===== src/verilog/iru_pkg.sv =====
// Shared constants and carrier types of the interrupt request unit
package iru_pkg;

    // APB register byte offsets
    localparam int unsigned APB_AW     = 8;
    localparam logic [7:0]  OFF_INTCTL = 8'h00;
    localparam logic [7:0]  OFF_NVM    = 8'h04;
    localparam logic [7:0]  OFF_OPTION = 8'h08;
    localparam logic [7:0]  OFF_STATUS = 8'h0C;
    localparam logic [7:0]  OFF_CLEAR  = 8'h10;
    localparam logic [7:0]  OFF_ENABLE = 8'h14;
    localparam logic [7:0]  OFF_CORE   = 8'h18;

    // interrupt_control field positions
    localparam int unsigned BIT_GIE       = 7;
    localparam int unsigned BIT_NVM_EN    = 6;
    localparam int unsigned BIT_TMR_EN    = 5;
    localparam int unsigned BIT_EXT_EN    = 4;
    localparam int unsigned BIT_PORT_EN   = 3;
    localparam int unsigned BIT_TMR_FLAG  = 2;
    localparam int unsigned BIT_EXT_FLAG  = 1;
    localparam int unsigned BIT_PORT_FLAG = 0;
    // nvm_control and option field positions
    localparam int unsigned BIT_NVM_DONE  = 4;
    localparam int unsigned BIT_EDGE_SEL  = 6;
    // core status register field position of the sleep bit
    localparam int unsigned BIT_SLEEPING  = 8;

    // Block event bits in irq_status / irq_enable / irq_clear
    localparam int unsigned EVT_VECTOR = 0;
    localparam int unsigned EVT_WAKE   = 1;
    localparam int unsigned EVT_RETURN = 2;
    localparam int unsigned EVT_W      = 3;

    // Reset values
    localparam logic [7:0]       INTCTL_RST = 8'h00;
    localparam logic             NVM_RST    = 1'b0;
    localparam logic             EDGE_RST   = 1'b1;
    localparam logic [EVT_W-1:0] EVT_RST    = 3'h0;

    // Core side
    localparam int unsigned PC_WIDTH     = 13;
    localparam int unsigned STACK_LEVELS = 8;
    localparam logic [PC_WIDTH-1:0] VECTOR_ADDR = 13'h0004;
    localparam logic [7:0]  TIMER_MAX  = 8'hFF;
    localparam logic [7:0]  TIMER_ZERO = 8'h00;
    // Pin event to vector load, in instruction cycles
    localparam int          LAT_MIN    = 3;
    localparam int          LAT_MAX    = 4;

    typedef struct packed {
        logic                boundary;
        logic                return_from_irq_instr;
        logic                sleep_enter;
        logic [PC_WIDTH-1:0] next_pc;
    } iru_core_req_t;

    typedef struct packed {
        logic                load_pc;
        logic [PC_WIDTH-1:0] pc;
        logic                wake;
        logic                irq_pending;
    } iru_core_rsp_t;

endpackage : iru_pkg


===== src/verilog/iru_interrupt_request_unit.sv =====
// Interrupt request unit: flags, enables, vectoring and return stack
`timescale 1ns/100ps
module iru_interrupt_request_unit
    import iru_pkg::*;
#(
    parameter int unsigned STACK_DEPTH = STACK_LEVELS,
    parameter int unsigned SP_W        = $clog2(STACK_DEPTH)
)(
    input  wire logic              pclk,
    input  wire logic              presetn,
    input  wire logic              psel,
    input  wire logic              penable,
    input  wire logic              pwrite,
    input  wire logic [APB_AW-1:0] paddr,
    input  wire logic [31:0]       pwdata,
    output logic      [31:0]       prdata,
    output logic                   pready,
    output logic                   pslverr,
    output logic                   irq,
    input  wire logic              ext_irq_pin,
    input  wire logic [3:0]        change_watch_pins,
    input  wire logic [7:0]        timer_count,
    input  wire logic              nvm_write_done,
    input  wire iru_core_req_t     core_req,
    output iru_core_rsp_t          core_rsp
);

    localparam int LAT_WIN = LAT_MAX - LAT_MIN;

    logic [7:0]       interrupt_control;
    logic [7:0]       next_interrupt_control;
    logic             nvm_write_done_flag;
    logic             ext_edge_select;
    logic [EVT_W-1:0] irq_status;
    logic [EVT_W-1:0] irq_enable;
    logic             sleeping;
    logic [SP_W-1:0]  sp;
    logic [PC_WIDTH-1:0] stack_top;
    logic [31:0]      rd_mux;
    logic             rd_unmapped;

    logic       ext_s1, ext_s2, ext_prev;
    logic [3:0] watch_s1, watch_s2, watch_prev, watch_diff;
    logic [7:0] timer_prev;
    logic [2:0] sync_fill;
    logic       ext_edge, port_change, timer_roll;
    logic       any_enabled, pending, take, do_return, wake;
    logic       wr_en, wr_intctl;
    logic [EVT_W-1:0] evt;

    always_ff @(posedge pclk or negedge presetn)
    begin
        if (!presetn)
        begin
            ext_s1     <= 1'b0;
            ext_s2     <= 1'b0;
            ext_prev   <= 1'b0;
            watch_s1   <= 4'h0;
            watch_s2   <= 4'h0;
            watch_prev <= 4'h0;
            timer_prev <= TIMER_ZERO;
            sync_fill  <= 3'h0;
        end
        else
        begin
            sync_fill  <= {sync_fill[1:0], 1'b1};
            ext_s1     <= ext_irq_pin;
            ext_s2     <= ext_s1;
            ext_prev   <= ext_s2;
            watch_s1   <= change_watch_pins;
            watch_s2   <= watch_s1;
            watch_prev <= watch_s2;
            timer_prev <= timer_count;
        end
    end

    // per-pin change detect on synchronised samples
    for (genvar i = 0; i < 4; i++)
    begin : g_watch
        assign watch_diff[i] = watch_s2[i] ^ watch_prev[i];
    end

    // edge polarity chosen by edge select
    // detection masked until the chain holds real pin samples
    // reset zeros would otherwise fake an edge on an idle-high pin
    assign ext_edge    = sync_fill[2] &
                         (ext_edge_select ? (ext_s2 & ~ext_prev)
                                          : (~ext_s2 & ext_prev));
    assign port_change = sync_fill[2] & (|watch_diff);
    // rollover seen as maximum followed by zero
    assign timer_roll  = (timer_prev == TIMER_MAX) &&
                         (timer_count == TIMER_ZERO);

    // four sources, each gated by its own enable
    // edge pin term drops out when its enable is clear
    assign any_enabled =
        (interrupt_control[BIT_EXT_FLAG]  & interrupt_control[BIT_EXT_EN])  |
        (interrupt_control[BIT_TMR_FLAG]  & interrupt_control[BIT_TMR_EN])  |
        (interrupt_control[BIT_PORT_FLAG] & interrupt_control[BIT_PORT_EN]) |
        (nvm_write_done_flag              & interrupt_control[BIT_NVM_EN]);
    // global gate over all unmasked sources
    // request formed from flag, enable and global enable
    assign pending   = interrupt_control[BIT_GIE] & any_enabled;
    assign do_return = core_req.return_from_irq_instr;
    // A return in the same cycle wins so the handler is left cleanly
    assign take      = pending & core_req.boundary & ~do_return & ~sleeping;
    // wake needs an enabled flag, not the global enable
    assign wake      = sleeping & any_enabled;

    assign wr_en     = psel & penable & pready & pwrite;
    assign wr_intctl = wr_en && (paddr == OFF_INTCTL);

    always_comb
    begin
        next_interrupt_control = wr_intctl ? pwdata[7:0] : interrupt_control;
        // events set flags regardless of any enable; set beats write
        if (ext_edge)
        begin
            next_interrupt_control[BIT_EXT_FLAG] = 1'b1;
        end
        if (timer_roll)
        begin
            next_interrupt_control[BIT_TMR_FLAG] = 1'b1;
        end
        if (port_change)
        begin
            next_interrupt_control[BIT_PORT_FLAG] = 1'b1;
        end
        if (take)
        begin
            next_interrupt_control[BIT_GIE] = 1'b0;
        end
        else if (do_return)
        begin
            next_interrupt_control[BIT_GIE] = 1'b1;
        end
    end

    // reset clears global enable and all fields
    always_ff @(posedge pclk or negedge presetn)
    begin
        if (!presetn)
        begin
            interrupt_control <= INTCTL_RST;
        end
        else
        begin
            interrupt_control <= next_interrupt_control;
        end
    end

    // write-done flag lives in NVM control; set beats write
    always_ff @(posedge pclk or negedge presetn)
    begin
        if (!presetn)
        begin
            nvm_write_done_flag <= NVM_RST;
        end
        else if (nvm_write_done)
        begin
            nvm_write_done_flag <= 1'b1;
        end
        else if (wr_en && (paddr == OFF_NVM))
        begin
            nvm_write_done_flag <= pwdata[BIT_NVM_DONE];
        end
    end

    always_ff @(posedge pclk or negedge presetn)
    begin
        if (!presetn)
        begin
            ext_edge_select <= EDGE_RST;
            irq_enable      <= EVT_RST;
        end
        else
        begin
            if (wr_en && (paddr == OFF_OPTION))
            begin
                ext_edge_select <= pwdata[BIT_EDGE_SEL];
            end
            if (wr_en && (paddr == OFF_ENABLE))
            begin
                irq_enable <= pwdata[EVT_W-1:0];
            end
        end
    end

    // Sticky block events; a new event wins over a clear in the same cycle
    assign evt = {do_return, wake, take};
    always_ff @(posedge pclk or negedge presetn)
    begin
        if (!presetn)
        begin
            irq_status <= EVT_RST;
            irq       <= 1'b0;
        end
        else
        begin
            if (wr_en && (paddr == OFF_CLEAR))
            begin
                irq_status <= (irq_status & ~pwdata[EVT_W-1:0]) | evt;
            end
            else
            begin
                irq_status <= irq_status | evt;
            end
            irq <= |(irq_status & irq_enable);
        end
    end

    // sleep held until an enabled source fires
    always_ff @(posedge pclk or negedge presetn)
    begin
        if (!presetn)
        begin
            sleeping <= 1'b0;
        end
        else if (wake)
        begin
            sleeping <= 1'b0;
        end
        else if (core_req.sleep_enter)
        begin
            sleeping <= 1'b1;
        end
    end

    // only the return address is stacked; the stack wraps when full
    always_ff @(posedge pclk or negedge presetn)
    begin
        if (!presetn)
        begin
            sp <= '0;
        end
        else if (take)
        begin
            sp <= SP_W'(sp + 1'b1);
        end
        else if (do_return)
        begin
            sp <= SP_W'(sp - 1'b1);
        end
    end

    iru_stack_mem #(
        .WIDTH   (PC_WIDTH),
        .DEPTH   (STACK_DEPTH),
        .AW      (SP_W)
    ) u_stack (
        .pclk    (pclk),
        .presetn (presetn),
        .wr_en   (take),
        .wr_addr (sp),
        .wr_data (core_req.next_pc),
        .rd_addr (SP_W'(sp - 1'b1)),
        .rd_data (stack_top)
    );

    // push and vector; return reloads the stacked address
    // edge flag next edge, request, then the vector load
    always_ff @(posedge pclk or negedge presetn)
    begin
        if (!presetn)
        begin
            core_rsp <= '0;
        end
        else
        begin
            core_rsp.load_pc     <= take | do_return;
            core_rsp.pc          <= take ? VECTOR_ADDR : stack_top;
            core_rsp.wake        <= wake;
            core_rsp.irq_pending <= pending;
        end
    end

    always_comb
    begin
        rd_mux      = 32'h0000_0000;
        rd_unmapped = 1'b0;
        unique case (paddr)
            OFF_INTCTL: rd_mux[7:0]          = interrupt_control;
            OFF_NVM:    rd_mux[BIT_NVM_DONE] = nvm_write_done_flag;
            OFF_OPTION: rd_mux[BIT_EDGE_SEL] = ext_edge_select;
            OFF_STATUS: rd_mux[EVT_W-1:0]    = irq_status;
            OFF_CLEAR:  rd_mux               = 32'h0000_0000;
            OFF_ENABLE: rd_mux[EVT_W-1:0]    = irq_enable;
            OFF_CORE:
            begin
                rd_mux[SP_W-1:0]     = sp;
                rd_mux[BIT_SLEEPING] = sleeping;
            end
            default:    rd_unmapped          = 1'b1;
        endcase
    end

    // No wait state: pready is high from the first cycle of the access phase
    always_ff @(posedge pclk or negedge presetn)
    begin
        if (!presetn)
        begin
            pready  <= 1'b0;
            pslverr <= 1'b0;
            prdata  <= 32'h0000_0000;
        end
        else if (psel && !penable)
        begin
            pready  <= 1'b1;
            pslverr <= rd_unmapped;
            prdata  <= rd_mux;
        end
        else
        begin
            pready  <= 1'b0;
            pslverr <= 1'b0;
        end
    end

    property p_ext_flag;
        @(posedge pclk) disable iff (!presetn)
        (sync_fill[0] && ext_edge_select && $rose(ext_irq_pin))
            ##1 (ext_irq_pin && !wr_intctl)[*3]
            |-> interrupt_control[BIT_EXT_FLAG];
    endproperty
    a_ext_flag: assert property (p_ext_flag)
        else $error("rising pin edge did not set ext flag");

    property p_gie_reset;
        @(posedge pclk) disable iff (!presetn)
        $rose(presetn) |-> !interrupt_control[BIT_GIE];
    endproperty
    a_gie_reset: assert property (p_gie_reset)
        else $error("global enable set after reset");

    property p_take;
        @(posedge pclk) disable iff (!presetn)
        take |=> !interrupt_control[BIT_GIE] && core_rsp.load_pc &&
                 (core_rsp.pc == VECTOR_ADDR);
    endproperty
    a_take: assert property (p_take)
        else $error("vector take wrong");

    property p_return;
        @(posedge pclk) disable iff (!presetn)
        core_req.return_from_irq_instr |=> interrupt_control[BIT_GIE] && core_rsp.load_pc;
    endproperty
    a_return: assert property (p_return)
        else $error("return did not re-enable");

    property p_gie_gate;
        @(posedge pclk) disable iff (!presetn)
        (core_rsp.load_pc && core_rsp.pc == VECTOR_ADDR)
            |-> $past(interrupt_control[BIT_GIE]);
    endproperty
    a_gie_gate: assert property (p_gie_gate)
        else $error("vectored with global enable clear");

    property p_latency;
        @(posedge pclk) disable iff (!presetn)
        (ext_edge && interrupt_control[BIT_GIE] &&
         interrupt_control[BIT_EXT_EN] && !sleeping)
            ##1 (core_req.boundary && !core_req.return_from_irq_instr)
            |-> ##[1:LAT_WIN] core_rsp.load_pc;
    endproperty
    a_latency: assert property (p_latency)
        else $error("pin interrupt latency too long");

    property p_timer;
        @(posedge pclk) disable iff (!presetn)
        ($past(timer_count) == TIMER_MAX && timer_count == TIMER_ZERO)
            |=> interrupt_control[BIT_TMR_FLAG];
    endproperty
    a_timer: assert property (p_timer)
        else $error("timer rollover flag missing");

    property p_port;
        @(posedge pclk) disable iff (!presetn)
        (sync_fill[2] && watch_s2 != watch_prev)
            |=> interrupt_control[BIT_PORT_FLAG];
    endproperty
    a_port: assert property (p_port)
        else $error("port change flag missing");

    property p_nvm;
        @(posedge pclk) disable iff (!presetn)
        nvm_write_done |=> nvm_write_done_flag;
    endproperty
    a_nvm: assert property (p_nvm)
        else $error("nvm done flag missing");

    property p_push;
        @(posedge pclk) disable iff (!presetn)
        take ##1 !core_req.return_from_irq_instr |-> ##1
            (stack_top == $past(core_req.next_pc, 2));
    endproperty
    a_push: assert property (p_push)
        else $error("return address not stacked");

    property p_wake;
        @(posedge pclk) disable iff (!presetn)
        core_rsp.wake |-> $past(any_enabled) && !sleeping;
    endproperty
    a_wake: assert property (p_wake)
        else $error("wake without enabled source");

    c_take:   cover property (@(posedge pclk) disable iff (!presetn) take);
    c_return: cover property (@(posedge pclk) disable iff (!presetn)
                              take ##[1:20] core_req.return_from_irq_instr);
    c_wake:   cover property (@(posedge pclk) disable iff (!presetn)
                              core_rsp.wake);

endmodule : iru_interrupt_request_unit


===== src/verilog/iru_stack_mem.sv =====
// Return address stack memory with registered read port
`timescale 1ns/100ps
module iru_stack_mem
#(
    parameter int unsigned WIDTH = 13,
    parameter int unsigned DEPTH = 8,
    parameter int unsigned AW    = $clog2(DEPTH)
)(
    input  wire logic             pclk,
    input  wire logic             presetn,
    input  wire logic             wr_en,
    input  wire logic [AW-1:0]    wr_addr,
    input  wire logic [WIDTH-1:0] wr_data,
    input  wire logic [AW-1:0]    rd_addr,
    output logic      [WIDTH-1:0] rd_data
);

    logic [WIDTH-1:0] mem [DEPTH];

    always_ff @(posedge pclk)
    begin
        if (wr_en)
        begin
            mem[wr_addr] <= wr_data;
        end
    end

    // Read is registered; an entry written on one edge is seen one edge later
    always_ff @(posedge pclk or negedge presetn)
    begin
        if (!presetn)
        begin
            rd_data <= '0;
        end
        else
        begin
            rd_data <= mem[rd_addr];
        end
    end

endmodule : iru_stack_mem


===== config.mk =====
export PLATFORM = sky130hd
export DESIGN_NAME = iru_interrupt_request_unit
export DESIGN_NICKNAME = d
export VERILOG_FILES = /design/src/verilog/iru_pkg.sv /design/src/verilog/iru_interrupt_request_unit.sv /design/src/verilog/iru_stack_mem.sv
export SDC_FILE = /design/constraint.sdc
export NUM_CORES = 1
export LEC_CHECK = 0
export BUFFER_PORTS_ARGS = -buffer_cell sky130_fd_sc_hd__buf_2
export CAP_MARGIN = 5
export CELL_PAD_IN_SITES_DETAIL_PLACEMENT = 1
export CELL_PAD_IN_SITES_GLOBAL_PLACEMENT = 1
export CORE_MARGIN = 2
export CORE_UTILIZATION = 35
export CTS_CLUSTER_SIZE = 14
export DETAILED_ROUTE_END_ITERATION = 12
export PLACE_DENSITY_LB_ADDON = 0.1
export SLEW_MARGIN = 10
export SYNTH_ARGS = -nofsm -noshare
export SYNTH_HDL_FRONTEND = slang
export SYNTH_SLANG_ARGS = --single-unit

===== constraint.sdc =====
create_clock -name pclk -period 6.2 [get_ports pclk]
set_input_delay 0.93 -clock pclk [delete_from_list [all_inputs] [get_ports pclk]]
set_output_delay 0.93 -clock pclk [all_outputs]
set_load 0.02 [all_outputs]

==> results of run 1 <==
[area by class of cell]
class,instances,area (um^2)
timing repair buffer,85,445
fill,2027,11800
tap,270,338
clock inverter,13,136
clock buffer,19,443
multi-input combinational,206,1850
inverter,6,22.5
sequential,191,5300
[cells by family after synthesis]
kind of cell             share of synthesized area (%)
AO/OA/AOI/OAI                                     3.71
XOR/XNOR                                          1.08
adder cells (fa/ha/maj)                          0.341
buffers and inverters                             4.27
flip-flops                                        72.3
multiplexers                                      11.8
other                                            0.102
AND/OR/NAND/NOR                                   6.40
[how the worst min path moves through the flow]
stage          cells past startpoint  slack, ns    startpoint       endpoint
6_report                           1       0.35       presetn  timer_prev[7]
5_1_grt                            1       0.34       presetn  timer_prev[7]
3_3_place_gp                       0       0.33   watch_s1[3]    watch_s2[3]
2_1_floorplan                      0       0.33        ext_s1         ext_s2
3_5_place_dp                       0       0.34  sync_fill[0]   sync_fill[1]
4_1_cts                            1       0.33       presetn  timer_prev[7]
[registers in the layout (all words and copies together) (netlist names)]
register	cells
u_stack.mem	104
core_rsp	16
u_stack.rd_data	13
prdata	9
interrupt_control	8
timer_prev	8
watch_prev	4
watch_s1	4
watch_s2	4
irq_enable	3
irq_status	3
sp	3
sync_fill	3
ext_edge_select	1
ext_prev	1
ext_s1	1
ext_s2	1
irq	1
nvm_write_done_flag	1
pready	1
pslverr	1
sleeping	1
[placed cells by master, fill, tap and decap left out, types with 4 or more instances in the layout]
cell type,count
buf_4,8
nor2_1,8
nand3_1,9
a21o_1,6
clkbuf_16,17
mux2i_1,4
inv_1,6
conb_1,24
nand2_1,22
mux4_2,26
dfrtp_1,85
a22oi_1,4
and2_1,17
edfxtp_1,104
xor2_1,5
buf_2,77
mux2_2,14
o21ai_0,6
mux2_1,7
[synth_stat cells, types with 6 or more instances]
cell type and instances:
a21o_1 6, edfxtp_1 104, nand3_1 9, nor2_1 9
inv_1 6, mux2_2 14, xor2_1 6, mux4_2 26
and2_1 17, dfrtp_1 86, nand2_1 22, o21ai_0 6
buf_4 26, mux2_1 7
[per-layer routing]
metal	share of wire [%]	track usage (%)	vias to the layer above	wire length, um
li1	-	-	1706	-
met1	44	18.5	1948	6610
met2	51	24.8	86	7700
met3	4.0	3.28	12	599
met4	1.2	4.43	0	177
met5	0	0	-	0
[power by group through the flow]
| stage | combinational [W] | sequential (W) | clock [W] |
|---|---|---|---|
| 6_report | 0.000818 | 0.00151 | 0.00107 |
| 5_1_grt | 0.000899 | 0.00152 | 0.00115 |
| 4_1_cts | 0.000853 | 0.00151 | 0.00110 |
| 3_5_place_dp | 0.000851 | 0.00154 | 0 |
| 3_3_place_gp | 0.000843 | 0.00154 | 0 |
| 2_1_floorplan | 0.000610 | 0.00157 | 0 |
[stage by stage]
| stage | setup WS [ns] | instances | power [W] |
|---|---|---|---|
| floorplan | 3.04 | 441 | 0.00218 |
| global placement | 3.22 | 758 | 0.00238 |
| detailed placement | 3.20 | 758 | 0.00239 |
| CTS | 3.65 | 790 | 0.00347 |
| global route | 3.56 | 790 | 0.00358 |
| finish | 3.71 | 790 | 0.00340 |
==> summary.md, run 1 <==
| Metric | Value |
|---|---|
| Critical path endpoint category | register |
| Vias in the first global route | 4077 |
| Combinational share of power | about a quarter |
| Ant. Diodes | 0 |
| 1st-iter DRT viols | 131 |
| Synth unique cells | 50 |
| Min Hold Slack | between 0.3 and 0.4 ns |
| Worst-Margin Slew | 1.01 ns |
| # rows | between 50 and 60 |
| P&R area growth vs syn | 16.5% |
| Top delay family on crit path | simple AND/OR/NAND/NOR gates |
| Worst path cell trace | buf_2 -> inv_1 -> o211a_1 -> nand2_1 -> nor3b_4 |
| Maximum VDD drop | between 0.0002 and 0.00025 V |
| DRC | 0 |
| Number of buffers added on ports | a little under 80 |
| Core area | 0.0204 mm^2 |
| Fmax | between 400 and 500 MHz |
| Maximum capacitance violations | 0 |
| Sw Ratio | ~28% |
| Worst Path Arrival | 2.53 ns |
| Leak pwr | 3.34 nW |
| RSZ-0062 raised after global routing | false |
| Clk pwr share | 31.5% |
| Net count, final | 584 |
| Register area share after synthesis | 72.3% |
| Mean Syn Cell Area | 17.5 um^2 |
| Root Driver | clkbuf_16 |
| Antenna Nets Post-Route | 0 |
| Vias per cell | 4.75 |
| Crit path depth | 5 |
| Remaining Overflow, GRT | 0 |
| WL/cell | 19.1 um |
| Post-CTS setup buffers | 0 |
| Final period utilization | between 40 and 50% |
| Buf/Inv on CP | 2 |
| Synth area leaders | edfxtp_1 43%, dfrtp_1 29%, mux4_2 8.0% |
| Worst EP required | 6.24 ns |
| Largest stage delay, worst path | 0.83 ns |
| Max-slew violations | 0 |
| PD cells | 398 mW/mm^2 |
| Post-synth top flop | edfxtp_1 |
| Warnings from Yosys | 0 |
| Layout cell share with drive strength beyond 1 | 32.5% |
| Hold buffers post-CTS | 0 |
| Final core utilization | a little over two fifths |
| Sink Count | 191 |
| Post-synth EDFFs | 104 |
| Reg2Reg Depth | 4 |
| Overall routing resource usage | 14.5% |
| Final setup viols | 0 |
| Htree depth | 4 |
| Minimum clock period | approximately 2.5 ns |
| Placed cell areas | between 0.007 and 0.008 mm^2 |
| Worst r2r src | sleeping |
| Drt total wl | 15100 um |
| Crit-path slowest cell | nor3b_4 |
| Initial Util | 36.0% |
| Clock slew at reported path FFs | 0.07 ns |
| Outcome | completed |
| Worst r2r dst | u_stack.mem[6][6] |
| Switching power total | 0.000942 W |
| HPWL after DPL | 9560 um |
| Slew margin rel. | between 30% and 40% |
| Post-Syn Area | 0.00733 mm^2 |
| Synth Register Bits | 191 |
| Maximum buffer depth of the clock tree | 2 |
| Vias | 3752 |
| Hold crit path type | in -> async |
| Total Die Area | 0.0221 mm^2 |
| Worst Setup SP | core_req[14] |
| Largest net degree at the start of global routing | 75 |
| IO Pins | 126 |
| Initial antenna violation count | 0 |
| Number of hold violations in the final report | 0 |
| Setup CP Type | in -> reg |
| Setup Skew | 0.00999 ns |
| Post-route cell area | 0.00854 mm^2 |
| Setup crit end | u_stack.mem[6][6] |
| DIE WIDTH | between 100 and 150 um |
| Worst-path fanout max | 13 |
| Num CTS Buffers | 17 |
| P_int | around 0.0025 W |
| Worst-Skew Late Latency | 0.42 ns |
| Post-Syn Instances | 419 |
| Post-CTS Resized | 0 |
| Drt pass-1 iters | 7 |
| Seq pwr share | 44.5% |
| Reg2reg setup slack | 3.81 ns |
| Top-area cell type share of the netlist area | 42.6% |
| Global-route wire length before repair | 23400 um |
| Placer Congestion | ~0.74 |
| Sum Neg Setup Slack | 0 ns |
| Yosys top cell by area | edfxtp_1 |
| Vert. Die Dim | 149 um |
| TritonCTS clock tree | built |
| Worst setup SP type | primary input |
| FFs w/ async S/R, synth | 45.5% |
No activity file was read; power rests on OpenSTA's default activity.
==> run 2: changes to the inputs <==
==> constraint.sdc (replaced) <==
create_clock -name pclk -period 2.15 [get_ports pclk]
set_input_delay 0.3225 -clock pclk [delete_from_list [all_inputs] [get_ports pclk]]
set_output_delay 0.3225 -clock pclk [all_outputs]
set_load 0.02 [all_outputs]
==> summary.md, run 2 (synthesis results as in run 1) <==
| Metric | Value |
|---|---|
| # rows | 52 (unchanged) |
| Sink Count | 191 (unchanged) |
| Most frequent cells in the layout | 104 x edfxtp_1, 85 x dfrtp_1, 77 x buf_2 |
| Commonest non-fill, non-tap cell in the layout | edfxtp_1 |
| Dpl ws | 0.207 ns (-2.99 ns) |
| Switching power total | 0.00283 W (+200%) |
| Placer Congestion | 0.748 (+1.0%) |
| Root Driver | clkbuf_16 |
| Top flop regs | u_stack.mem (104), core_rsp (16), u_stack.rd_data (13) |
| PnR worst setup slack | 0.238 ns (-3.48 ns) |
| Worst setup SP type | register |
| Critical path endpoint category | register |
| RSZ-0062 raised after global routing | false |
| Combinational share of power | 25.8% (+1.7 points) |
| Met2 wire length | 8030 um (+4.2%) |
| PD cells | 1120 mW/mm^2 (+180%) |
| Worst-path fanout max | 9 (-4) |
| Final core utilization | 43.1% (+1.2 points) |
| Net count, final | 611 (+4.6%) |
| Vias in the first global route | 4340 (+6.5%) |
| Layout cell share with drive strength beyond 1 | 33.8% (+1.3 points) |
| Leak pwr | 3.46 nW (+3.4%) |
| HPWL after DPL | 10100 um (+6.1%) |
| Worst r2r src | sleeping |
| Max-slew violations | 0 (unchanged) |
| Core area | 0.0204 mm^2 (unchanged) |
| Slew margin rel. | 59.3% (+27 points) |
| Clock slew at reported path FFs | 0.07 ns (about the same) |
| Htree depth | 4 (unchanged) |
| Clk pwr share | 30.1% (-1.4 points) |
| Number of hold violations in the final report | 0 (unchanged) |
| Final setup viols | 0 (unchanged) |
| Maximum capacitance violations | 0 (unchanged) |
| Drt pass-1 iters | 4 (-3) |
| Worst Path Arrival | 2.04 ns (-0.49 ns) |
| Min Hold Slack | 0.0278 ns (-0.320 ns) |
| Worst EP required | 2.28 ns (-3.96 ns) |
| Hold crit path type | in -> reg |
| DIE WIDTH | 149 um (unchanged) |
| Vias | 3847 (+2.5%) |
| P_int | 0.00698 W (+180%) |
| DRC | 0 (unchanged) |
| Vias per cell | 4.71 (-0.86%) |
| Worst-Skew Late Latency | 0.43 ns (about the same) |
| WL/cell | 18.9 um (-1.2%) |
| Sw Ratio | 28.8% (+1.1 points) |
| TritonCTS clock tree | built |
| Worst-Margin Slew | 0.609 ns (-0.405 ns) |
| Number of buffers added on ports | 78 (unchanged) |
| Maximum VDD drop | 0.000724 V (+260%) |
| Total Die Area | 0.0221 mm^2 (unchanged) |
| Hold buffers post-CTS | 12 (+12) |
| Min-delay src | timer_count[4] |
| Fmax | about 520 MHz |
| Global-route wire length before repair | 24400 um (+3.9%) |
| Seq pwr share | 44.1% (-0.4 points) |
| Remaining Overflow, GRT | 0 (unchanged) |
| Met3 wire length | 545 um (-9.0%) |
| Minimum clock period | 1.91 ns |
| Post-CTS setup buffers | 0 (unchanged) |
| Outcome | completed |
| Post-CTS Resized | 0 (unchanged) |
| Drt total wl | 15400 um (+2.2%) |
| Maximum buffer depth of the clock tree | 2 (unchanged) |
| Vert. Die Dim | 149 um (unchanged) |
| Ant. Diodes | 0 (unchanged) |
| Initial Util | 36.0% (unchanged) |
| Initial antenna violation count | 0 (unchanged) |
| Setup Skew | 0.00823 ns (-0.00176 ns) |
| Biggest register | u_stack.mem |
| Num CTS Buffers | 17 (unchanged) |
| P&R area growth vs syn | 19.8% |
| Top Metal Used | met4 |
| Largest net degree at the start of global routing | 37 (-51%) |
| Final period utilization | between 80% and 90% |
| IO Pins | 126 (unchanged) |
| Antenna Nets Post-Route | 0 (unchanged) |
| Sum Neg Setup Slack | 0 ns (unchanged) |
| Max reg flops | 104 (unchanged) |
| Overall routing resource usage | 15.1% (+0.58 points) |
| Worst Setup SP | sleeping |
| 1st-iter DRT viols | 172 (+31%) |
| Met1 Wirelength | 6620 um (+0.17%) |
| Setup CP Type | reg -> reg |
[run 2: cell count changes in the layout (fill, tap and decap cells not counted), moves of 3 or more]
cell | before | now
buf_4 | 8 | 19
nor3_2 | 1 | 4
buf_12 | 0 | 4
dlygate4sd3_1 | 0 | 12
[run 2: cell type report]
| cell class | count | area, um^2 |
|---|---|---|
| Fill cell | 2040 | 11600 |
| Sequential cell | 191 | 5300 |
| Multi-Input combinational cell | 206 | 1830 |
| Timing Repair Buffer | 112 | 728 |
| Clock buffer | 18 | 429 |
| Tap cell | 270 | 338 |
| Clock inverter | 14 | 128 |
| Inverter | 6 | 22.5 |
[run 2: metal layers]
layer,up-vias,global-route usage [%]
met2,88,26.3
met5,-,0
met1,1989,18.5
met3,15,3.22
met4,0,5.86
li1,1755,-
[run 2: per-stage QoR]
stage / cell area (um^2) / std cells / total power, W
after floorplan: 7420 / 441 / 0.00629
after global placement: 8100 / 773 / 0.00697
after detailed placement: 8100 / 773 / 0.00700
after CTS: 8780 / 817 / 0.0100
after global routing: 8780 / 817 / 0.0103
final: 8780 / 817 / 0.00980
[run 2: worst max-delay path, stage by stage, from the launching register on]
cell,delay (ns)
dfrtp_1,0.42
and3b_1,0.27
o211a_1,0.27
nand2_1,0.18
nor3b_2,0.23
buf_4,0.24
[run 2: worst paths after layout]
path                                           to  slack [ns]  cells past startpoint
worst max register to register  u_stack.mem[6][0]        0.24                      5
worst min-delay path                timer_prev[4]        0.03                      1
max in group asynchronous             core_rsp[3]        1.16                      3
worst min register to register        watch_s2[3]        0.35                      0
worst max-delay path            u_stack.mem[6][0]        0.24                      5
min in group asynchronous           timer_prev[5]        0.39                      2
[run 2: power groups by stage]
stage               registers (W)  clock network, W  logic, W
floorplan                 0.00452                 0   0.00177
global placement          0.00440                 0   0.00256
detailed placement        0.00440                 0   0.00260
CTS                       0.00433           0.00306   0.00262
global route              0.00437           0.00318   0.00276
finish                    0.00432           0.00295   0.00253
==> run 3: changes to the inputs <==
--- a/config.mk
+++ b/config.mk
@@ -5,6 +5,7 @@
 export SDC_FILE = /design/constraint.sdc
 export NUM_CORES = 1
 export LEC_CHECK = 0
+export ABC_AREA = 1
 export BUFFER_PORTS_ARGS = -buffer_cell sky130_fd_sc_hd__buf_2
 export CAP_MARGIN = 5
 export CELL_PAD_IN_SITES_DETAIL_PLACEMENT = 1
==> summary.md, run 3 <==
| Metric | Value |
|---|---|
| Outcome | completed |
| Worst-path fanout max | 13 (+4) |
| Power Total | 0.00952 W (-2.9%) |
| Final setup viols | 0 (unchanged) |
| Placed cell areas | 0.00836 mm^2 (+3.2%) |
| Slew margin rel. | 61.4% (+2.1 points) |
| Synth unique cells | 35 (-30%) |
| Min-Delay Path Depth | 3 (+2) |
| Post-route cell area | 0.00909 mm^2 (+3.5%) |
| Antenna Nets Post-Route | 0 (unchanged) |
| Leak pwr | 3.86 nW (+12%) |
| Reg2reg setup slack | 0.43 ns (+0.19 ns) |
| TritonCTS clock tree | built |
| Drt total wl | 18300 um (+18%) |
| Max-slew violations | 0 (unchanged) |
| Worst-Margin Slew | 0.578 ns (-0.0310 ns) |
| Main combinational cell family by area after synthesis | simple AND/OR/NAND/NOR gates |
| Largest net degree at the start of global routing | 60 (+62%) |
| Number of buffers added on ports | 78 (unchanged) |
| Fmax | 581 MHz (+11%) |
| P&R area growth vs syn | 19.3% |
| Minimum clock period | 1.72 ns (-0.190 ns) |
| Min-delay src | nvm_write_done |
| Mean Syn Cell Area | 11.3 um^2 (-35%) |
| Max reg flops | 104 (unchanged) |
| Post-synth top flop | edfxtp_1 |
| Total Die Area | 0.0230 mm^2 (+3.9%) |
| Register area share after synthesis | 69.6% (-2.8 points) |
| Worst hold path endpoint | nvm_write_done_flag |
| Top-area cell type share of the netlist area | 41.0% (-1.6 points) |
| Switching power total | 0.00310 W (+9.7%) |
| Maximum buffer depth of the clock tree | 2 (unchanged) |
| Global-route wire length before repair | 28500 um (+17%) |
| Seq pwr share | 45.2% (+1.1 points) |
| Reg2Reg Depth | 6 (+1) |
| Clock slew at reported path FFs | 0.08 ns (about the same) |
| Setup CP Type | reg -> reg |
| Worst EP required | 2.51 ns (+0.23 ns) |
| Biggest register | u_stack.mem |
| Compound-cell area share of the yosys netlist | 7.31% (+3.6 points) |
| Sw Ratio | 32.6% (+3.7 points) |
| Post-Synth Simple-Gate Area | 15.4% (+9.0 points) |
| Worst-Skew Late Latency | 0.43 ns (about the same) |
| Ant. Diodes | 0 (unchanged) |
| Htree depth | 4 (unchanged) |
| Top flop regs | u_stack.mem (104), core_rsp (16), u_stack.rd_data (13) |
| Final core utilization | 42.8% (-0.28 points) |
| Initial antenna violation count | 0 (unchanged) |
| P_int | 0.00642 W (-8.0%) |
| Clk pwr share | 32.8% (+2.7 points) |
| Drt pass-1 iters | 4 (unchanged) |
| Warnings from Yosys | 0 (unchanged) |
| Yosys top cell by area | edfxtp_1 |
| Core area | 0.0212 mm^2 (+4.2%) |
| Vias per cell | 4.74 (+0.66%) |
| Top cells by instance count after synthesis | 132 x nand2_1, 104 x edfxtp_1, 96 x nor2_1, 86 x dfrtp_1, 68 x o21ai_0 |
| HPWL after DPL | 11700 um (+15%) |
| Worst Path Arrival | 2.08 ns (+0.04 ns) |
| Vias | 5024 (+31%) |
| # rows | 53 (+1.9%) |
| Commonest non-fill, non-tap cell in the layout | nand2_1 |
| DRC | 0 (unchanged) |
| Vert. Die Dim | 152 um (+1.9%) |
| Remaining Overflow, GRT | 0 (unchanged) |
| DIE WIDTH | 152 um (+1.9%) |
| Xor and xnor area share after synthesis | 0.936% (-0.14 points) |
| Post-synth EDFFs | 104 (unchanged) |
| Net count, final | 849 (+39%) |
| Sink Count | 191 (unchanged) |
| Overall routing resource usage | 16.7% (+1.6 points) |
| FFs w/ async S/R, synth | 45.5% (unchanged) |
| Count leader, synth | nand2_1 |
| Mux contribution to synthesized area | 0% (-12 points) |
| Synth area leaders | edfxtp_1 41%, dfrtp_1 28%, nand2_1 6.5% |
| Combinational share of power | 22.0% (-3.8 points) |
| Worst r2r dst | u_stack.rd_data[5] |
| IO Pins | 126 (unchanged) |
| Initial Util | 35.9% (-0.077 points) |
| Post-Syn Area | 0.00762 mm^2 (+4.0%) |
| Setup Skew | 0.00795 ns (-0.000281 ns) |
| Maximum capacitance violations | 0 (unchanged) |
| Synth Area in Adders | 0.328% (-0.013 points) |
| Synth Register Bits | 191 (unchanged) |
| Post-Syn Instances | 672 (+60%) |
| Most frequent cells in the layout | 132 x nand2_1, 104 x edfxtp_1, 96 x nor2_1 |
| Worst r2r src | sp[1] |
| PD cells | 1050 mW/mm^2 (-6.2%) |
| Maximum VDD drop | 0.000581 V (-20%) |
| Worst setup SP type | register |
| Hold crit path type | in -> reg |
| Critical path endpoint category | register |
| 1st-iter DRT viols | 225 (+31%) |
| RSZ-0062 raised after global routing | false |
| Post-CTS setup buffers | 0 (unchanged) |
| Number of hold violations in the final report | 0 (unchanged) |
| Root Driver | clkbuf_16 |
| Final period utilization | 80.1% (-8.9 points) |
| Placer Congestion | 0.757 (+1.2%) |
| Layout cell share with drive strength beyond 1 | 19.7% (-14 points) |
| WL/cell | 17.2 um (-8.7%) |
| Num CTS Buffers | 17 (unchanged) |
| Sum Neg Setup Slack | 0 ns (unchanged) |
| Vias in the first global route | 5300 (+22%) |
run 3: cell types whose count changed in the layout (fill, tap and decap cells not counted), sizes merged, moves of 5 or more:
cell and change:
nand3 +18, buf -6, xor2 -5, nand2 +113, a21o -6, mux2 -21, inv +34, o21ai +83
nor2 +95, and2 -17, nor4 -6, mux4 -26
run 3: per-stage QoR:
step                      hold slack [ns]  cells  setup slack, ns
after global placement              0.257   1014            0.409
after detailed placement            0.264   1014            0.397
final                              0.0817   1060            0.429
after CTS                          0.0577   1060            0.372
after floorplan                    0.0269    694          -0.0371
after global routing               0.0693   1060            0.221
run 3: routing by layer:
metal	global-route usage, %	vias up	part of all wire (%)	wire, um
li1	-	2389	-	-
met1	20.8	2518	45	8250
met2	29.3	98	50	9110
met3	3.74	19	3.7	670
met4	4.91	0	1.3	231
met5	0	-	0	0
run 3: worst max path at each step:
stage                         end  depth (start not counted)            startpoint  slack, ns
2_1_floorplan   u_stack.mem[6][0]                          7  interrupt_control[4]      -0.04
3_3_place_gp   u_stack.rd_data[5]                          6                 sp[1]       0.41
3_5_place_dp   u_stack.rd_data[5]                          6                 sp[1]       0.40
4_1_cts        u_stack.rd_data[5]                          6                 sp[1]       0.37
5_1_grt        u_stack.rd_data[5]                          7                 sp[1]       0.22
6_report       u_stack.rd_data[5]                          6                 sp[1]       0.43
run 3: cell type report:
type                            instances  area (um^2)
Clock inverter                         15          161
Timing Repair Buffer                  108          766
Inverter                               36          135
Tap cell                              275          344
Sequential cell                       191         5300
Multi-Input combinational cell        418         1950
Clock buffer                           17          425
Fill cell                            2341        12100
run 3: cells by family after synthesis:
kind of cell / after synthesis
AOI/OAI and AO/OA: 105
xor gates and xnor gates: 6
adders and majority gates: 2
buffers and inverters: 85
DFF: 191
other: 2
and+or+nand+nor: 281
run 3: power by group through the flow:
stage,logic [W],registers (W),clock network [W]
CTS,0.00215,0.00431,0.00322
detailed placement,0.00212,0.00439,0
global placement,0.00205,0.00438,0
floorplan,0.00125,0.00450,0
finish,0.00209,0.00431,0.00312
global route,0.00238,0.00434,0.00336
run 3: what timing repair did:
item / in CTS / in global routing
gates resized for setup: 0 / 0
hold buffers: 14 / 0
hold endpoints to repair: 36 / 0
run 3: critical path, cell delays in order (launching register included):
cell and delay [ns]:
dfrtp_1 0.45, inv_1 0.11, ha_1 0.25, xnor2_4 0.14, inv_1 0.44, nand2_1 0.11
nand2_1 0.13
